<file path="src/rtl/tspc_pkg.sv">
// Package with constants and types for the timer single pulse and capture block.
// Notes on behaviour
// Software selects single pulse with mode 10 and pin function 11, kept fixed.
// A software rise of the counter-on bit starts the pulse leading edge.
// An active trigger pin edge sets the counter-on bit and starts the pulse.
// On the counter-on rise the counter starts and the pulse output goes active.
// The pulse ends whenever the counter-on bit is cleared by software or hardware.
// A compare-A match clears the counter-on bit, so compare-A sets the width.
// A compare-A match in single pulse mode raises the compare-A interrupt flag.
// In single pulse mode the counter is zeroed only on a counter-on rise.
// Single pulse mode ignores compare-P, clear select and duty/period swap.
// Software selects capture with mode 01 and starts by raising counter-on.
// Capture edge is rising, falling or both, chosen by the pin function bits.
// Pin function 00 rising, 01 falling, 10 both, 11 capture disabled.
// A selected capture edge copies the counter into compare-A and flags interrupt.
// In capture mode the counter runs freely until counter-on falls.
// A compare-P match in capture mode zeroes the counter and flags interrupt.
// A compare-P value of zero lets the counter reach its maximum and wrap.
// Pin function 11 blocks every capture while the counter keeps running.
// Capture pin transitions capture even when the shared pin is an output.
// Capture mode drives no output and ignores initial level, polarity, clear select.
// Compare-A and compare-P matches have separate interrupt request flags.
// The counter steps once per enabled tick; compares use current register values.
// Capture pins are synchronised and edge detected, one capture per edge.
`default_nettype none
package tspc_pkg;
  localparam int CNT_W = 10;
  localparam int COMPARE_P_VALUE_W = 3;
  localparam int DATA_W = 32;
  localparam int ADDR_W = 4;
  localparam logic [ADDR_W-1:0] OFS_CTRL0 = 4'h0;
  localparam logic [ADDR_W-1:0] OFS_CTRL1 = 4'h4;
  localparam logic [ADDR_W-1:0] OFS_COMPARE_A_VALUE = 4'h8;
  localparam logic [ADDR_W-1:0] OFS_STAT = 4'hc;
  localparam int C0_ON = 3;
  localparam int C0_TRG_EDGE = 4;
  localparam int C0_TICK_LO = 5;
  localparam int C0_TICK_HI = 6;
  localparam int C1_CCLR = 0;
  localparam int C1_DPX = 1;
  localparam int C1_POL = 2;
  localparam int C1_OC = 3;
  localparam int C1_IO_LO = 4;
  localparam int C1_IO_HI = 5;
  localparam int C1_M_LO = 6;
  localparam int C1_M_HI = 7;
  localparam int ST_AF = 0;
  localparam int ST_PF = 1;
  localparam logic [1:0] MODE_CAPTURE = 2'h1;
  localparam logic [1:0] MODE_PULSE = 2'h2;
  localparam logic [1:0] IO_RISE = 2'h0;
  localparam logic [1:0] IO_FALL = 2'h1;
  localparam logic [1:0] IO_BOTH = 2'h2;
  localparam logic [1:0] IO_PULSE = 2'h3;
  localparam logic [7:0] CTRL_RST = 8'h00;
  localparam logic [CNT_W-1:0] CNT_RST = 10'h000;
  localparam logic [CNT_W-1:0] CNT_MAX = 10'h3ff;
  localparam int TICK_W = 6;
  localparam int TICK_DIV1 = 4;
  localparam int TICK_DIV2 = 16;
  localparam int TICK_DIV3 = 64;
  typedef enum logic [1:0] {TSPC_IDLE, TSPC_WAIT} tspc_bus_t;
endpackage
`default_nettype wire

</file>
<file path="src/rtl/tspc_sync_edge.sv">
// Two-stage synchroniser with edge detection for one pin.
`timescale 1ns/1ps
`default_nettype none
module tspc_sync_edge
  import tspc_pkg::*;
(
  input  wire logic i_clk_sys,
  input  wire logic i_rst,
  input  wire logic i_pin,
  output logic      o_rise,
  output logic      o_fall
);
  logic meta_r;
  logic sync_r;
  logic last_r;

  always_ff @(posedge i_clk_sys or posedge i_rst)
  begin
    if (i_rst)
    begin
      meta_r <= 1'b0;
      sync_r <= 1'b0;
      last_r <= 1'b0;
    end
    else
    begin
      meta_r <= i_pin;
      sync_r <= meta_r;
      last_r <= sync_r;
    end
  end

  assign o_rise = sync_r & ~last_r;
  assign o_fall = ~sync_r & last_r;
endmodule
`default_nettype wire

</file>
<file path="src/rtl/tspc_tick.sv">
// Timer tick generator dividing the system clock by a selectable ratio.
`timescale 1ns/1ps
`default_nettype none
module tspc_tick
  import tspc_pkg::*;
(
  input  wire logic       i_clk_sys,
  input  wire logic       i_rst,
  input  wire logic [1:0] i_sel,
  output logic            o_tick
);
  logic [TICK_W-1:0] div_r;
  logic [TICK_W-1:0] lim;

  always_comb
  begin
    if (i_sel == 2'h1)
      lim = TICK_W'(TICK_DIV1 - 1);
    else if (i_sel == 2'h2)
      lim = TICK_W'(TICK_DIV2 - 1);
    else if (i_sel == 2'h3)
      lim = TICK_W'(TICK_DIV3 - 1);
    else
      lim = '0;
  end

  always_ff @(posedge i_clk_sys or posedge i_rst)
  begin
    if (i_rst)
      div_r <= '0;
    else if (div_r >= lim)
      div_r <= '0;
    else
      div_r <= div_r + 1'b1;
  end

  assign o_tick = (div_r >= lim);
endmodule
`default_nettype wire

</file>
<file path="src/rtl/tspc_top.sv">
// Timer block with single pulse output and capture input modes.
//
// Our own choices: the register addresses and register access over Avalon-MM.
`timescale 1ns/1ps
`default_nettype none
module tspc_top
  import tspc_pkg::*;
(
  input  wire logic              i_clk_sys,
  input  wire logic              i_rst,
  input  wire logic [ADDR_W-1:0] i_avs_address,
  input  wire logic              i_avs_read,
  input  wire logic              i_avs_write,
  input  wire logic [DATA_W-1:0] i_avs_writedata,
  input  wire logic [3:0]        i_avs_byteenable,
  output logic [DATA_W-1:0]      o_avs_readdata,
  output logic                   o_avs_waitrequest,
  output logic [1:0]             o_avs_response,
  input  wire logic              i_external_trigger_pin,
  input  wire logic              i_capture_pin_zero,
  input  wire logic              i_capture_pin_one,
  output logic                   o_timer_out,
  output logic                   o_timer_out_en,
  output logic                   o_compare_a_irq,
  output logic                   o_compare_p_irq
);
  // ---------------------------------------------------------------
  // Storage
  // ---------------------------------------------------------------
  logic [7:0]       ctrl0_r;
  logic [7:0]       timer_control_one_r;
  logic [CNT_W-1:0] compare_a_value_r;
  logic [CNT_W-1:0] cnt_r;
  logic             compare_a_flag_r;
  logic             compare_p_flag_r;
  logic             on_last_r;
  logic             pulse_r;
  logic [DATA_W-1:0] rdata_r;
  tspc_bus_t        bus_r;

  logic             counter_on_bit;
  logic [1:0]       mode_sel;
  logic [1:0]       pin_fn;
  logic [COMPARE_P_VALUE_W-1:0] compare_p_value;
  logic             tick;
  logic             trg_rise;
  logic             trg_fall;
  logic             c0_rise;
  logic             c0_fall;
  logic             c1_rise;
  logic             c1_fall;
  logic             in_pulse;
  logic             in_cap;
  logic             on_rise;
  logic             match_a;
  logic             match_p;
  logic             cap_edge;
  logic             trig;
  logic             wr_go;
  logic             sw_on_clr;
  logic             sw_on_set;

  assign counter_on_bit = ctrl0_r[C0_ON];
  assign compare_p_value = ctrl0_r[COMPARE_P_VALUE_W-1:0];
  assign mode_sel = {timer_control_one_r[C1_M_HI], timer_control_one_r[C1_M_LO]};
  assign pin_fn = {timer_control_one_r[C1_IO_HI], timer_control_one_r[C1_IO_LO]};
  assign in_pulse = (mode_sel == MODE_PULSE) && (pin_fn == IO_PULSE);
  assign in_cap = (mode_sel == MODE_CAPTURE);

  // ---------------------------------------------------------------
  // Tick and pin edges
  // ---------------------------------------------------------------
  tspc_tick u_tick (
    .i_clk_sys (i_clk_sys),
    .i_rst     (i_rst),
    .i_sel     (ctrl0_r[C0_TICK_HI:C0_TICK_LO]),
    .o_tick    (tick)
  );

  tspc_sync_edge u_trg (
    .i_clk_sys (i_clk_sys),
    .i_rst     (i_rst),
    .i_pin     (i_external_trigger_pin),
    .o_rise    (trg_rise),
    .o_fall    (trg_fall)
  );

  tspc_sync_edge u_cap0 (
    .i_clk_sys (i_clk_sys),
    .i_rst     (i_rst),
    .i_pin     (i_capture_pin_zero),
    .o_rise    (c0_rise),
    .o_fall    (c0_fall)
  );

  tspc_sync_edge u_cap1 (
    .i_clk_sys (i_clk_sys),
    .i_rst     (i_rst),
    .i_pin     (i_capture_pin_one),
    .o_rise    (c1_rise),
    .o_fall    (c1_fall)
  );

  // ---------------------------------------------------------------
  // Event decode
  // ---------------------------------------------------------------
  assign trig = ctrl0_r[C0_TRG_EDGE] ? trg_fall : trg_rise;
  assign on_rise = counter_on_bit & ~on_last_r;

  assign match_a = tick && counter_on_bit && !on_rise
                && (cnt_r == compare_a_value_r);
  // Only the top three counter bits meet compare-P; zero means full wrap.
  assign match_p = tick && counter_on_bit && !on_rise
                && (compare_p_value != '0)
                && (cnt_r[CNT_W-1:CNT_W-COMPARE_P_VALUE_W] == compare_p_value)
                && (cnt_r[CNT_W-COMPARE_P_VALUE_W-1:0] == '0);

  always_comb
  begin
    cap_edge = 1'b0;
    case (pin_fn)
      IO_RISE: cap_edge = c0_rise | c1_rise;
      IO_FALL: cap_edge = c0_fall | c1_fall;
      IO_BOTH: cap_edge = c0_rise | c1_rise | c0_fall | c1_fall;
      default: cap_edge = 1'b0;
    endcase
    // Edges count regardless of how the shared pin is driven.
    cap_edge = cap_edge & in_cap & counter_on_bit;
  end

  // ---------------------------------------------------------------
  // Register bus
  // ---------------------------------------------------------------
  assign wr_go = (bus_r == TSPC_WAIT) && i_avs_write;
  assign o_avs_waitrequest = (i_avs_read || i_avs_write)
                          && (bus_r != TSPC_WAIT);
  assign o_avs_readdata = rdata_r;
  assign o_avs_response = 2'h0;

  always_ff @(posedge i_clk_sys or posedge i_rst)
  begin
    if (i_rst)
      bus_r <= TSPC_IDLE;
    else if (bus_r == TSPC_WAIT)
      bus_r <= TSPC_IDLE;
    else if (i_avs_read || i_avs_write)
      bus_r <= TSPC_WAIT;
  end

  always_ff @(posedge i_clk_sys or posedge i_rst)
  begin
    if (i_rst)
      rdata_r <= '0;
    else if ((i_avs_read || i_avs_write) && (bus_r != TSPC_WAIT))
    begin
      if (i_avs_address == OFS_CTRL0)
        rdata_r <= {24'h0, ctrl0_r};
      else if (i_avs_address == OFS_CTRL1)
        rdata_r <= {24'h0, timer_control_one_r};
      else if (i_avs_address == OFS_COMPARE_A_VALUE)
        rdata_r <= {22'h0, compare_a_value_r};
      else if (i_avs_address == OFS_STAT)
        rdata_r <= {6'h0, cnt_r, 13'h0, pulse_r,
                    compare_p_flag_r, compare_a_flag_r};
      else
        rdata_r <= '0;
    end
  end

  assign sw_on_set = wr_go && (i_avs_address == OFS_CTRL0)
                  && i_avs_byteenable[0] && i_avs_writedata[C0_ON];
  assign sw_on_clr = wr_go && (i_avs_address == OFS_CTRL0)
                  && i_avs_byteenable[0] && !i_avs_writedata[C0_ON];

  // ---------------------------------------------------------------
  // Control registers and counter-on bit
  // ---------------------------------------------------------------
  always_ff @(posedge i_clk_sys or posedge i_rst)
  begin
    if (i_rst)
      ctrl0_r <= CTRL_RST;
    else
    begin
      if (wr_go && (i_avs_address == OFS_CTRL0) && i_avs_byteenable[0])
        ctrl0_r <= i_avs_writedata[7:0];
      if (in_pulse && trig && !counter_on_bit && !sw_on_clr)
        ctrl0_r[C0_ON] <= 1'b1;
      else if (in_pulse && match_a && !sw_on_set)
        ctrl0_r[C0_ON] <= 1'b0;
    end
  end

  always_ff @(posedge i_clk_sys or posedge i_rst)
  begin
    if (i_rst)
      timer_control_one_r <= CTRL_RST;
    else if (wr_go && (i_avs_address == OFS_CTRL1) && i_avs_byteenable[0])
      timer_control_one_r <= i_avs_writedata[7:0];
  end

  always_ff @(posedge i_clk_sys or posedge i_rst)
  begin
    if (i_rst)
      on_last_r <= 1'b0;
    else
      on_last_r <= counter_on_bit;
  end

  // ---------------------------------------------------------------
  // Counter
  // ---------------------------------------------------------------
  always_ff @(posedge i_clk_sys or posedge i_rst)
  begin
    if (i_rst)
      cnt_r <= CNT_RST;
    else if (on_rise)
      cnt_r <= CNT_RST;
    else if (counter_on_bit && tick)
    begin
      if (in_cap && match_p)
        cnt_r <= CNT_RST;
      else
        cnt_r <= cnt_r + 1'b1;
    end
  end

  // ---------------------------------------------------------------
  // Compare-A register and capture
  // ---------------------------------------------------------------
  always_ff @(posedge i_clk_sys or posedge i_rst)
  begin
    if (i_rst)
      compare_a_value_r <= CNT_RST;
    else if (cap_edge)
      compare_a_value_r <= cnt_r;
    else if (wr_go && (i_avs_address == OFS_COMPARE_A_VALUE))
    begin
      if (i_avs_byteenable[0])
        compare_a_value_r[7:0] <= i_avs_writedata[7:0];
      if (i_avs_byteenable[1])
        compare_a_value_r[9:8] <= i_avs_writedata[9:8];
    end
  end

  // ---------------------------------------------------------------
  // Interrupt flags, write one to clear, set wins
  // ---------------------------------------------------------------
  always_ff @(posedge i_clk_sys or posedge i_rst)
  begin
    if (i_rst)
      compare_a_flag_r <= 1'b0;
    else if ((in_pulse && match_a) || cap_edge)
      compare_a_flag_r <= 1'b1;
    else if (wr_go && (i_avs_address == OFS_STAT) && i_avs_byteenable[0]
             && i_avs_writedata[ST_AF])
      compare_a_flag_r <= 1'b0;
  end

  always_ff @(posedge i_clk_sys or posedge i_rst)
  begin
    if (i_rst)
      compare_p_flag_r <= 1'b0;
    else if (in_cap && match_p)
      compare_p_flag_r <= 1'b1;
    else if (wr_go && (i_avs_address == OFS_STAT) && i_avs_byteenable[0]
             && i_avs_writedata[ST_PF])
      compare_p_flag_r <= 1'b0;
  end

  assign o_compare_a_irq = compare_a_flag_r;
  assign o_compare_p_irq = compare_p_flag_r;

  // ---------------------------------------------------------------
  // Pulse output
  // ---------------------------------------------------------------
  // Active level follows the initial-level bit, inverted by polarity.
  always_ff @(posedge i_clk_sys or posedge i_rst)
  begin
    if (i_rst)
      pulse_r <= 1'b0;
    else
      pulse_r <= in_pulse && counter_on_bit;
  end

  always_ff @(posedge i_clk_sys or posedge i_rst)
  begin
    if (i_rst)
      o_timer_out <= 1'b0;
    else
      o_timer_out <= in_pulse && ((in_pulse && counter_on_bit)
                   ? timer_control_one_r[C1_OC]
                   : ~timer_control_one_r[C1_OC])
                   ^ timer_control_one_r[C1_POL];
  end

  always_ff @(posedge i_clk_sys or posedge i_rst)
  begin
    if (i_rst)
      o_timer_out_en <= 1'b0;
    else
      o_timer_out_en <= in_pulse;
  end
endmodule
`default_nettype wire

</file>
<file path="config.mk">
export PLATFORM = sky130hd
export DESIGN_NAME = tspc_top
export DESIGN_NICKNAME = d
export VERILOG_FILES = /design/src/rtl/tspc_pkg.sv /design/src/rtl/tspc_sync_edge.sv /design/src/rtl/tspc_tick.sv /design/src/rtl/tspc_top.sv
export SDC_FILE = /design/constraint.sdc
export NUM_CORES = 1
export LEC_CHECK = 0
export ABC_AREA = 1
export BUFFER_PORTS_ARGS = -buffer_cell sky130_fd_sc_hd__buf_2
export CAP_MARGIN = 20
export CELL_PAD_IN_SITES_DETAIL_PLACEMENT = 1
export CELL_PAD_IN_SITES_GLOBAL_PLACEMENT = 1
export CORE_UTILIZATION = 40
export CTS_BUF_LIST = sky130_fd_sc_hd__clkbuf_8
export CTS_CLUSTER_SIZE = 20
export DETAILED_ROUTE_END_ITERATION = 10
export GPL_TIMING_DRIVEN = 0
export PLACE_DENSITY_LB_ADDON = 0.1
export SETUP_SLACK_MARGIN = 0.05
export SLEW_MARGIN = 20
export SYNTH_ARGS = -nofsm -noshare
export SYNTH_HDL_FRONTEND = slang
export SYNTH_SLANG_ARGS = --single-unit
</file>
<file path="constraint.sdc">
create_clock -name i_clk_sys -period 2.41 [get_ports i_clk_sys]
set_clock_uncertainty 0.1 [all_clocks]
set_input_delay 0.1205 -clock i_clk_sys [delete_from_list [all_inputs] [get_ports i_clk_sys]]
set_output_delay 0.1205 -clock i_clk_sys [all_outputs]
set_load 0.03 [all_outputs]
</file>
==> results.txt <==
----------------------------------------------------
[Run status]
  Outcome ... finished, final reports clean

[Routing]
  Number of DRC violations after detailed routing ... 0
  Number of vias in the routed layout ... roughly 3,600
  Via/cell ratio ... ~5.0
  Detailed-router iteration count before antenna repair ... 4
  DRC violation total after the first TritonRoute iteration ... between 150 and 200
  Total wire length after detailed routing ... 11.5 mm
  Routed WL per cell ... 16.0 um
  Post-route ant nets ... 0

[Clock tree]
  Clock tree from TritonCTS ... built
  Worst skew pair latency ... approximately 350 ps
  Clock buffers created by TritonCTS ... 9
  CTS H-Tree Depth ... 3
  Clk root buf ... sky130_fd_sc_hd__clkbuf_8
  Post-cts resize count ... 0
  Clock slew at reported path FFs ... 90 ps
  Number of sinks on the clock net ... 78
  Maximum root-to-sink buffer count ... 2

[Power and ir drop]
  Peak ir drop on the vdd network ... ~0.00035 V
  Power Total ... 3.53 mW
  Sequential share of power ... a little under half
  Sw Ratio ... 36.3%
  Internal Power ... 2.25 mW
  Clock network fraction of total power ... 26.4%
  Switching power summed over all nets ... roughly 1.3 mW
  Power per standard cell area ... around 690 mW/mm^2
  Total leakage power ... roughly 2.6 nW
  Part of the total power dissipated in combinational logic ... a little over a quarter

[Timing]
  Fraction of the cycle the final worst path needs ... 86.8%
  Final Slew Violations ... 0
  Setup-failing EPs final ... 0
  Unrepaired setup endpoints after global routing ... no
  Final total negative setup slack ... 0 ps
  Max frequency ... ~480 MHz
  Final hold vios ... 0
  Final worst setup slack ... roughly 320 ps
  Post-layout min period ... between 2000 and 2500 ps
  Hold slack final ... slightly above 60 ps

[Synth]
  Area contributors post-synth ... sky130_fd_sc_hd__dfrtp_1 45%, sky130_fd_sc_hd__nand2_1 11%, sky130_fd_sc_hd__nand3_1 4.8%, sky130_fd_sc_hd__inv_1 4.5%, sky130_fd_sc_hd__ha_1 3.8%
  Post-synthesis average cell area ... between 8 and 9 sq um
  Number of enable flip-flop cells after synthesis ... 0
  Share of the yosys chip area belonging to registers ... approximately 45%
  Proportion of register bits with asynchronous set or reset after synthesis ... 100%
  Main flop type after synthesis ... sky130_fd_sc_hd__dfrtp_1
  Post-synthesis instance area ... 0.00431 sq mm
  Yosys top cell area share ... 45.3%
  Flop and latch count out of synthesis ... slightly below 80
  Top cell type by total area after synthesis ... sky130_fd_sc_hd__dfrtp_1
  Post-Syn Instances ... 492
  Count of cell types in the netlist ... 42
  Yosys warns ... 0

[Critical path]
  Capture instance of the worst register-to-register path ... cnt_r[8]$_DFFE_PP0P_
  Type of the worst setup path ... register to register
  Critical Path Sink Type ... register
  Worst setup startpoint ... ctrl0_r[5]$_DFFE_PP0P_
  Startpoint class of the critical path ... register
  Launching point of the worst reg2reg path ... ctrl0_r[5]$_DFFE_PP0P_
  R2R setup slack ... roughly 320 ps
  Worst Path Max Fanout ... 8
  WP data required ... approximately 2600 ps
  Critical Path AT ... around 2200 ps
  Number of cell instances on the worst register-to-register path ... 11
  CP Capture Point ... cnt_r[8]$_DFFE_PP0P_

[Place]
  Placement-stage worst setup slack ... about 310 ps
  Post-DP HPWL ... 8.65 mm
  Final weighted congestion in routability-driven placement ... 0.841
  Count of port buffers added during placement ... 47
  Cell area reported after detailed placement ... about 0.0048 sq mm
  Placed instance count ... between 600 and 700

[GRT]
  Total congestion overflow ... 0
  Global-route wire length before repair ... just under 20 mm
  Initial antenna violation count ... 0
  Largest net degree at the start of global routing ... 51
  Via count of the first global-routing pass ... 3,713
  Total global-route track usage ... 22.5%

[Cells and area]
  Number of nets in the layout ... about 640
  Area grow syn2layout ... 18.7%
  Fraction of layout instances using a drive strength above 1 ... between 20% and 30%
  Antenna diode instance count ... 0
  Final Util ... 49.4%
  Fill cell count ... 1,276
  Final standard cell count with taps included and fillers excluded ... between 700 and 800
  Area of all placed cells without fillers ... between 0.005 and 0.006 sq mm

[Min path]
  Min-Delay Path Depth ... 4
  Path category of the worst min-delay check ... input pin to register

[Die]
  Area of the die ... about 0.011 sq mm
  Area inside the core boundary ... 0.0104 sq mm
  Die X ... between 100 and 150 um
  Die boundary height ... between 100 and 150 um
  Starting density of the core ... around two fifths
  # rows ... 37
  IO Count ... between 80 and 90

[Run]
  Max cap viols ... 0

----------------------------------------------------
[power by group through the flow]
stage	logic, mW	clock network (mW)	registers, mW
after detailed placement	0.945	0	1.67
after floorplan	0.644	0	1.69
after CTS	0.969	0.960	1.65
final	0.950	0.931	1.65
after global placement	0.903	0	1.66
after global routing	1.07	1.00	1.68
[critical path, stage by stage (launching register included)]
cell                       delay (ps)
sky130_fd_sc_hd__dfrtp_1          440
sky130_fd_sc_hd__nor2_1           170
sky130_fd_sc_hd__inv_1             60
sky130_fd_sc_hd__ha_1             260
sky130_fd_sc_hd__o21ai_0          170
sky130_fd_sc_hd__nand2_1           80
sky130_fd_sc_hd__nand2_1           90
sky130_fd_sc_hd__nand2_2          120
sky130_fd_sc_hd__nand2_1          210
sky130_fd_sc_hd__inv_2            130
sky130_fd_sc_hd__nand3b_1         100
sky130_fd_sc_hd__nand2_1           60
[synthesized netlist by cell type (3+ instances only)]
library cell               instances
sky130_fd_sc_hd__buf_4            16
sky130_fd_sc_hd__o211ai_2         10
sky130_fd_sc_hd__buf_6             8
sky130_fd_sc_hd__inv_2             7
sky130_fd_sc_hd__xnor2_1           5
sky130_fd_sc_hd__dfrtp_1          78
sky130_fd_sc_hd__xor2_1            7
sky130_fd_sc_hd__a21oi_1           3
sky130_fd_sc_hd__nand2_1         125
sky130_fd_sc_hd__o21ai_1           4
sky130_fd_sc_hd__nand2_2           5
sky130_fd_sc_hd__o31ai_1          10
sky130_fd_sc_hd__nand4_1           5
sky130_fd_sc_hd__nand3b_1          5
sky130_fd_sc_hd__nor2_1           34
sky130_fd_sc_hd__buf_2             4
sky130_fd_sc_hd__o211ai_1          5
sky130_fd_sc_hd__o21ai_2          11
sky130_fd_sc_hd__o21ai_0          13
sky130_fd_sc_hd__a41oi_1           3
sky130_fd_sc_hd__nor2_4            5
sky130_fd_sc_hd__inv_1            52
sky130_fd_sc_hd__ha_1             13
sky130_fd_sc_hd__nand3_1          41
[kinds of logic (layout without fill, tap and decap cells)]
family / after synthesis / in the layout / synth area share, %
muxes: 1 / 1 / 0.348
other: 1 / 14 / 0.0870
adders and majority gates: 13 / 13 / 3.77
AOI/OAI and AO/OA: 65 / 65 / 11.7
DFF: 78 / 78 / 45.3
buffers and inverters: 87 / 165 / 10.5
and+or+nand+nor: 235 / 235 / 25.9
xor gates and xnor gates: 12 / 12 / 2.44
[flip-flops by register name (all words and copies together), names as in the netlist, 6 cells and up]
register             count
o_avs_readdata          20
compare_a_value_r       10
ctrl0_r                  8
timer_control_one_r      8
u_tick.div_r             6
cnt_r                   10
[repair_timing]
action,CTS,global route
hold buffers,14,0
endpoints found under the hold margin,56,0
buffers inserted,0,0
[final cells by class]
class	instances	area [sq um]	share of cell area [%]
Tap cell	136	170	3.32
Timing Repair Buffer	62	403	7.87
Clock buffer	10	138	2.69
Sequential cell	78	1950	38.1
Buffer	28	230	4.50
Inverter	59	224	4.38
Clock inverter	6	45.0	0.880
Multi-Input combinational cell	340	1960	38.2
[how the worst min path moves through the flow]
stage,startpoint,endpoint
global placement,i_capture_pin_one,u_cap1.meta_r$_DFF_PP0_
finish,i_avs_address[2],ctrl0_r[3]$_DFFE_PP0P_
floorplan,i_capture_pin_zero,u_cap0.meta_r$_DFF_PP0_
global route,i_avs_address[2],ctrl0_r[3]$_DFFE_PP0P_
detailed placement,i_rst,u_tick.div_r[5]$_DFF_PP0_
CTS,i_avs_address[2],ctrl0_r[3]$_DFFE_PP0P_
[metal layers]
layer  wire length [um]  part of all wire (%)  global-route usage [%]  vias to the layer above
li1                   -                     -                       -                     1738
met1               5390                    47                    30.1                     1749
met2               5580                    49                    37.6                       65
met3                364                   3.2                    3.22                        8
met4                128                   1.1                    6.55                        0
met5                  0                     0                       0                        -
[placed cells by master (no fill, tap or decap), types with 2 or more instances in the layout]
cell	synthesis	final
sky130_fd_sc_hd__inv_2	7	7
sky130_fd_sc_hd__nand2_1	125	125
sky130_fd_sc_hd__o21ai_1	4	4
sky130_fd_sc_hd__o21bai_1	2	2
sky130_fd_sc_hd__nand2_2	5	5
sky130_fd_sc_hd__nor2_4	5	5
sky130_fd_sc_hd__xnor2_1	5	5
sky130_fd_sc_hd__nor3b_1	2	2
sky130_fd_sc_hd__o21ai_0	13	13
sky130_fd_sc_hd__a21oi_1	3	3
sky130_fd_sc_hd__nand4_1	5	5
sky130_fd_sc_hd__inv_1	52	51
sky130_fd_sc_hd__o21ai_2	11	11
sky130_fd_sc_hd__nor2_1	34	34
sky130_fd_sc_hd__ha_1	13	13
sky130_fd_sc_hd__dfrtp_1	78	78
sky130_fd_sc_hd__o211ai_2	10	10
sky130_fd_sc_hd__nand3b_1	5	5
sky130_fd_sc_hd__o31ai_1	10	10
sky130_fd_sc_hd__conb_1	1	14
sky130_fd_sc_hd__a21o_1	2	2
sky130_fd_sc_hd__nor3_1	2	2
sky130_fd_sc_hd__clkinvlp_4	0	3
sky130_fd_sc_hd__clkbuf_8	0	10
sky130_fd_sc_hd__nand2_4	2	2
sky130_fd_sc_hd__buf_2	4	51
sky130_fd_sc_hd__dlygate4sd3_1	0	14
sky130_fd_sc_hd__buf_4	16	16
sky130_fd_sc_hd__o211ai_1	5	5
sky130_fd_sc_hd__xor2_1	7	7
sky130_fd_sc_hd__nand3_1	41	41
sky130_fd_sc_hd__a41oi_1	3	3
sky130_fd_sc_hd__buf_6	8	8
(Power assumes the default switching activity.)
